==> config.mk <==
export PLATFORM = sky130hd
export DESIGN_NAME = apcc_top
export DESIGN_NICKNAME = d
export VERILOG_FILES = /design/src/rtl/apcc_pkg.sv /design/src/rtl/apcc_top.sv
export VERILOG_INCLUDE_DIRS = /design/src /design/src/rtl
export SDC_FILE = /design/constraint.sdc
export NUM_CORES = 1
export LEC_CHECK = 0
export BUFFER_PORTS_ARGS = -buffer_cell sky130_fd_sc_hd__buf_4
export CORE_AREA = 8 8 100 102
export CTS_CLUSTER_SIZE = 30
export DETAILED_ROUTE_END_ITERATION = 8
export DIE_AREA = 0 0 108 110
export GPL_TIMING_DRIVEN = 0
export PLACE_DENSITY_LB_ADDON = 0.15
export RECOVER_POWER = 100
export SLEW_MARGIN = 25
export SYNTH_ARGS = -nofsm -noshare
export SYNTH_HDL_FRONTEND = slang
export SYNTH_SLANG_ARGS = --single-unit
==> constraint.sdc <==
create_clock -name CLK -period 2.05 [get_ports CLK]
set_input_delay 0.205 -clock CLK [delete_from_list [all_inputs] [get_ports CLK]]
set_output_delay 0.205 -clock CLK [all_outputs]
set_load 0.05 [all_outputs]
==> src/rtl/apcc_regs.svh <==
// constants for the parallel conversion control block
`ifndef APCC_REGS_SVH
`define APCC_REGS_SVH
// ------------------------------------------------
// control byte field positions
// ------------------------------------------------
`define APCC_PD_HI_BIT      7
`define APCC_PD_LO_BIT      6
`define APCC_ACQ_BIT        5
`define APCC_INTYPE_BIT     4
`define APCC_POL_BIT        3
`define APCC_CHAN_MSB       2
`define APCC_CHAN_LSB       0
// ------------------------------------------------
// power field codes and reset values
// ------------------------------------------------
`define APCC_PD_SHUTDOWN    2'h0
`define APCC_PD_STANDBY     2'h1
`define APCC_PD_INT_CLK     2'h2
`define APCC_PD_EXT_CLK     2'h3
`define APCC_CTRL_RESET     8'hc0
// ------------------------------------------------
// timing
// ------------------------------------------------
`define APCC_CONV_CYCLES    13
`define APCC_ACQ_EXT_CYCLES 3
`define APCC_ACQ_INT_NS     1000
`define APCC_POR_US         10
`define APCC_CLK_NS         20
`define APCC_INT_CONV_NS    3600
`endif

==> src/rtl/apcc_pkg.sv <==
// types for the parallel conversion control block
package apcc_pkg;
    typedef enum logic [2:0] {
        APCC_POR,
        APCC_IDLE,
        APCC_ACQ_INT,
        APCC_ACQ_EXT,
        APCC_CONV
    } apcc_state_t;

    typedef struct packed {
        logic [1:0] power_state;
        logic       acquisition_timing_select;
        logic       input_type_select;
        logic       polarity_select;
        logic [2:0] channel_sel;
    } apcc_ctrl_t;

    typedef struct packed {
        logic [11:0] result;
        logic        valid;
    } apcc_sample_t;
endpackage

==> src/rtl/apcc_top.sv <==
// conversion control for a parallel-bus successive-approximation converter
`timescale 1ns/1ps
`include "apcc_regs.svh"
module apcc_top #(
    parameter int POR_CYCLES  = (`APCC_POR_US * 1000 + `APCC_CLK_NS - 1) / `APCC_CLK_NS,
    parameter int INT_DIV     = (`APCC_INT_CONV_NS / `APCC_CONV_CYCLES) / `APCC_CLK_NS,
    parameter int RESULT_BITS = 12
) (
    // clock and reset
    input  wire logic                   CLK,
    input  wire logic                   RST,
    input  wire logic                   CE,
    // parallel bus pins, asynchronous
    input  wire logic                   CS_N,
    input  wire logic                   WR_N,
    input  wire logic                   RD_N,
    input  wire logic                   CONV_CLK,
    input  wire logic [7:0]             DATA_IN,
    // sampled converter core
    input  wire logic [RESULT_BITS-1:0] SAMPLE_CODE,
    // outputs
    output logic [RESULT_BITS-1:0]      DATA_OUT,
    output logic [RESULT_BITS-1:0]      DATA_OE_N,
    output logic                        INT_N,
    output logic                        TRACK,
    output logic                        POWERED,
    output apcc_pkg::apcc_ctrl_t        CTRL
);
    import apcc_pkg::*;

    // ------------------------------------------------
    // pin synchronisers
    // ------------------------------------------------
    logic [3:0] sync1;
    logic [3:0] sync2;
    logic [3:0] sync3;
    logic [7:0] data1;
    logic [7:0] data2;
    always_ff @(posedge CLK) begin
        if (RST) begin
            sync1 <= 4'hf;
            sync2 <= 4'hf;
            sync3 <= 4'hf;
            data1 <= 8'h00;
            data2 <= 8'h00;
        end else if (CE) begin
            sync1 <= {CS_N, WR_N, RD_N, ~CONV_CLK};
            sync2 <= sync1;
            sync3 <= sync2;
            data1 <= DATA_IN;
            data2 <= data1;
        end
    end

    // chip select high masks every strobe and the clock
    logic cs_act;
    logic wr_rise;
    logic rd_fall;
    logic rd_act;
    logic cclk_fall;
    assign cs_act    = ~sync2[3];
    assign wr_rise   = cs_act & sync2[2] & ~sync3[2];
    assign rd_act    = cs_act & ~sync2[1];
    assign rd_fall   = rd_act & sync3[1];
    assign cclk_fall = cs_act & sync2[0] & ~sync3[0];

    // ------------------------------------------------
    // control byte and clock source
    // ------------------------------------------------
    apcc_ctrl_t  next_ctrl;
    logic        ext_clk;
    logic        powered_down;
    apcc_state_t state;
    assign next_ctrl = apcc_ctrl_t'(data2);

    always_ff @(posedge CLK) begin
        if (RST) begin
            CTRL    <= apcc_ctrl_t'(`APCC_CTRL_RESET);
            ext_clk <= 1'b1;
        end else if (CE && wr_rise && state != APCC_POR) begin
            CTRL <= next_ctrl;
            case (next_ctrl.power_state)
                `APCC_PD_INT_CLK: ext_clk <= 1'b0;
                `APCC_PD_EXT_CLK: ext_clk <= 1'b1;
                default:          ext_clk <= ext_clk;
            endcase
        end
    end
    assign powered_down = ~next_ctrl.power_state[1];

    // ------------------------------------------------
    // conversion clock tick: pin edge or internal divider
    // ------------------------------------------------
    logic [15:0] div_cnt;
    logic        int_tick;
    logic        tick;
    always_ff @(posedge CLK) begin
        if (RST) begin
            div_cnt <= 16'h0000;
        end else if (CE) begin
            if (wr_rise || int_tick) begin
                div_cnt <= 16'h0000;
            end else begin
                div_cnt <= div_cnt + 16'h0001;
            end
        end
    end
    assign int_tick = (div_cnt == 16'(INT_DIV - 1));
    assign tick     = ext_clk ? cclk_fall : int_tick;

    // ------------------------------------------------
    // sequencer
    // ------------------------------------------------
    logic [15:0] cnt;
    logic        shut_pending;
    logic        done;
    always_ff @(posedge CLK) begin
        if (RST) begin
            state        <= APCC_POR;
            cnt          <= 16'h0000;
            shut_pending <= 1'b0;
            done         <= 1'b0;
        end else if (CE) begin
            done <= 1'b0;
            case (state)
                APCC_POR: begin
                    // writes during the internal reset are dropped
                    cnt <= cnt + 16'h0001;
                    if (cnt == 16'(POR_CYCLES - 1)) begin
                        state <= APCC_IDLE;
                        cnt   <= 16'h0000;
                    end
                end
                default: begin
                    if (wr_rise) begin
                        cnt <= 16'h0000;
                        // a fresh write aborts any conversion
                        if (state == APCC_ACQ_EXT && !next_ctrl.acquisition_timing_select) begin
                            state <= APCC_CONV;
                        end else if (powered_down) begin
                            state <= APCC_IDLE;
                        end else if (next_ctrl.acquisition_timing_select) begin
                            state <= APCC_ACQ_EXT;
                        end else begin
                            state <= APCC_ACQ_INT;
                        end
                        shut_pending <= (next_ctrl.power_state == `APCC_PD_SHUTDOWN);
                    end else if (tick) begin
                        case (state)
                            APCC_ACQ_INT: begin
                                cnt <= cnt + 16'h0001;
                                if (cnt == 16'(`APCC_ACQ_EXT_CYCLES)) begin
                                    state <= APCC_CONV;
                                    cnt   <= 16'h0000;
                                end
                            end
                            APCC_CONV: begin
                                cnt <= cnt + 16'h0001;
                                if (cnt == 16'(`APCC_CONV_CYCLES - 1)) begin
                                    state <= APCC_IDLE;
                                    done  <= 1'b1;
                                end
                            end
                            default: state <= state;
                        endcase
                    end
                end
            endcase
        end
    end

    // ------------------------------------------------
    // result, interrupt and bus drive
    // ------------------------------------------------
    logic [RESULT_BITS-1:0] result;
    always_ff @(posedge CLK) begin
        if (RST) begin
            result <= '0;
            INT_N  <= 1'b1;
        end else if (CE) begin
            if (done) begin
                // core code is straight binary; flip msb for bipolar
                result <= CTRL.polarity_select ? SAMPLE_CODE :
                          {~SAMPLE_CODE[RESULT_BITS-1], SAMPLE_CODE[RESULT_BITS-2:0]};
            end
            if (wr_rise || rd_fall) begin
                INT_N <= 1'b1;
            end else if (done) begin
                INT_N <= 1'b0;
            end
        end
    end

    always_ff @(posedge CLK) begin
        if (RST) begin
            DATA_OUT  <= '0;
            DATA_OE_N <= '1;
            TRACK     <= 1'b0;
            POWERED   <= 1'b1;
        end else if (CE) begin
            DATA_OUT  <= result;
            DATA_OE_N <= {RESULT_BITS{~rd_act}};
            TRACK     <= (state == APCC_ACQ_INT) || (state == APCC_ACQ_EXT);
            POWERED   <= !(shut_pending && state == APCC_IDLE) &&
                         !(CTRL.power_state == `APCC_PD_STANDBY && state == APCC_IDLE);
        end
    end
endmodule

==> results.cfg <==
[global_route]
antenna_found_initial = 0
grt_overflow = 0
grt_pass1_vias = 3934
grt_start_max_net_pins = 19
grt_usage_pct = 18.6
grt_pass1_wl_um = 18200

[sta]
tightest_slew_ns = 0.800
fin_setup_tns_ns = 0
fin_crit_ns = 2.02
hold_viol = 0
rsz0062_at_grt = true
setup_ws_ns = 0.0281
period_share_pct = 98.6
fmax_mhz = 495
setup_violations = 0
relSlewSlack_pct = 46.7
fin_skew_ns = 0.0168
drv_slew = 0

[cells_and_area]
areaGrowthSynthToFinish_pct = 15.6
design_area_um2 = 5460
fin_nets = 632
regArea_um2 = 2030
multi_input_area_um2 = 2440
utilization_pct = 64.5
nFillCells = 755
stdcell_count = 714
layout-drive-gt1-share_pct = 18.0
antenna_cells = 0

[routing]
antenna_left = 0
drt-pass1-iter-count = 4
routed_via_density = 5.58
routedWlPerCell_um = 15.3
drc = 0
drt_wl_total_um = 10900
vias = 3984
drt_iter0_markers = 191

[synthesis]
synth.net_count = 554
synth_top_flop_cell = dfxtp_1
synth.largest_area_cell = dfxtp_1
netlist.area_leader.share_pct = 42.8
yosysSeqAreaShare_pct = 42.8
synthCells = 523
async_flop_share_pct = 0
synthTopCellsByArea = dfxtp_1 (43%), mux2i_1 (8.9%), nand2_1 (5.4%), nor2_1 (4.4%), o211ai_1 (3.5%)
synth_area_um2 = 4720
ys_ff_latch = 101
synth.distinct_cells = 59
synth_edf_count = 0
syn_avg_cell_area_um2 = 9.03
yosysWarnings = 0

[critical_path]
crit_chain = ha_2, nor4b_2, nand4_1, o211a_1, buf_6, buf_2, o211ai_1, o211ai_2
cp.arrival_ns = 2.27
path_delay_family = compound AO/OA/AOI/OAI gates
worst-setup-path-type = flip-flop to flip-flop
crit_buf_inv = 2
slowest_stage = dfxtp_2
cp_max_fo = 10
cp-end-kind = flip-flop
cp.required_ns = 2.30
critPathLaunchType = flip-flop
cp_slowest_stage_delay_ns = 0.37

[clocking]
htreeDepth = 3
cts-root-buf = clkbuf_8
cts_tree = done
cts_buffer_depth = 2
numClockSinks = 101
worstSkewPairLatency_ns = 0.36
cts_buffers = 9
clk_pin_slew_ns = 0.10

[power_and_ir_drop]
p_int_uw = 2570
swShare_pct = 25.6
switching_power_uw = 882
p_per_area_nw_per_um2 = 631
ir_worst_vdd_uv = 523
p_leak_uw = 0.00212
seqPwrFrac_pct = 58.5
pwr-share-comb_pct = 6.9
pwr-share-clk_pct = 34.6

[status]
status = complete, no violations

[die]
start_util_pct = 55.8
die_h_um = 110
io-pin-count = 62
die_area_um2 = 11900
die_w_um = 108
coreArea_um2 = 8470
row_count = 34

[flow_run]
drv.max_cap_violation_count = 0

[placed_design]
post-place-ws_ns = -0.0819
gp_congestion = 0.886
io_buffers = 60
dpl_cell_area_um2 = 5310
place_inst = 691
post-dp-hpwl_um = 7820

[min_path]
hp-class = input port to flip-flop
-- worst register-to-register path, stage by stage, from the launching register on --
cell and delay (ns):
dfxtp_2 0.37, ha_2 0.22, nor4b_2 0.21, nand4_1 0.17, o211a_1 0.27, buf_6 0.15, buf_2 0.19, o211ai_1 0.23
o211ai_2 0.11
-- registers in the layout, indices dropped and copies added, names as in the netlist --
signal	cells
INT_N	1
CTRL	8
div_cnt	16
DATA_OE_N	1
TRACK	1
sync2	4
cnt	16
done	1
sync1	4
data1	8
POWERED	1
sync3	3
shut_pending	1
state	3
data2	8
DATA_OUT	12
ext_clk	1
result	12
-- repair_timing --
| action | 4_1_cts | 5_1_grt |
|---|---|---|
| setup endpoints to repair | 12 | 29 |
| pin swaps | 3 | 6 |
| endpoints found under the hold margin | 0 | 0 |
| resized for setup | 4 | 12 |
| buffers inserted | 3 | 5 |
| hold buffers | 0 | 0 |
-- placed cells by master (no fill, tap or decap), types with 4 or more instances in the layout --
cell type,count
o211ai_2,8
mux2i_1,42
nor3_1,7
clkbuf_1,54
nor2b_1,6
nand2_1,68
inv_1,10
buf_4,44
o2111ai_1,4
o221ai_1,5
clkbuf_4,4
nand3_1,22
and4_1,6
dfxtp_1,98
nor2_1,55
xor2_1,7
xnor2_1,8
or2_2,6
o21ai_0,6
o211ai_1,22
buf_2,7
a21oi_1,27
clkbuf_8,9
nand4_1,9
o21ai_1,4
-- synthesized netlist by cell type (all sizes together) (2+ instances only) --
library cell / n
clkbuf: 16
buf: 29
or2: 7
and4: 6
xnor2: 8
o21ai: 10
xor2: 7
o211a: 3
nor2b: 6
nand3: 23
a21o: 2
or3: 3
o211ai: 32
mux2i: 42
and3: 3
a21oi: 27
nor4: 5
nor3: 9
nand2b: 3
nor4b: 4
nor3b: 3
dfxtp: 101
o221ai: 5
nand4: 9
o2111ai: 4
nand2: 69
inv: 10
nor4bb: 2
nor2: 55
ha: 4
and2: 3
-- worst paths after layout --
kind	start	to	slack, ns	cells after the start
worst max-delay path	cnt[0]	cnt[5]	0.03	8
worst min-delay path	RD_N	sync1[1]	0.06	3
worst max register to register	cnt[0]	cnt[5]	0.03	8
worst min register to register	data2[3]	CTRL[3]	0.46	2
-- power groups by stage --
stage               sequential [uW]  combinational [uW]  clock, uW
global placement               2060                 223          0
detailed placement             2060                 228          0
floorplan                      2060                 147          0
global route                   2020                 263       1300
CTS                            2020                 237       1220
finish                         2020                 238       1190
-- layer usage --
| metal | wire length [um] | track usage, % | vias up |
|---|---|---|---|
| met5 | 0 | 0 | - |
| met4 | 104 | 5.05 | 0 |
| met3 | 622 | 3.84 | 6 |
| met2 | 5140 | 31.2 | 126 |
| met1 | 5080 | 23.8 | 1861 |
| li1 | - | - | 1991 |
-- area by class of cell --
class / instances / area share, %
Buffer: 44 / 4.56
Clock buffer: 10 / 2.34
Clock inverter: 6 / 0.962
Inverter: 11 / 0.756
Multi-Input combinational cell: 366 / 44.6
Sequential cell: 101 / 37.1
Tap cell: 108 / 2.47
Timing Repair Buffer: 68 / 7.21
-- cell families (layout without fill, tap and decap cells) --
family,count (synthesis),in the layout,share of synthesized area [%]
and+or+nand+nor,215,215,23.9
DFF,101,101,42.8
AOI/OAI and AO/OA,89,89,14.1
buffers and inverters,56,139,6.14
muxes,43,43,9.22
xor gates and xnor gates,15,15,2.78
adders and majority gates,4,4,1.06
-- per-stage QoR --
step           total power (uW)  hold WS [ns]
2_1_floorplan              2200         0.333
3_3_place_gp               2280         0.424
3_5_place_dp               2290         0.432
4_1_cts                    3470        0.0487
5_1_grt                    3580        0.0534
6_report                   3450        0.0567
No activity file was read; power rests on OpenSTA's default activity.
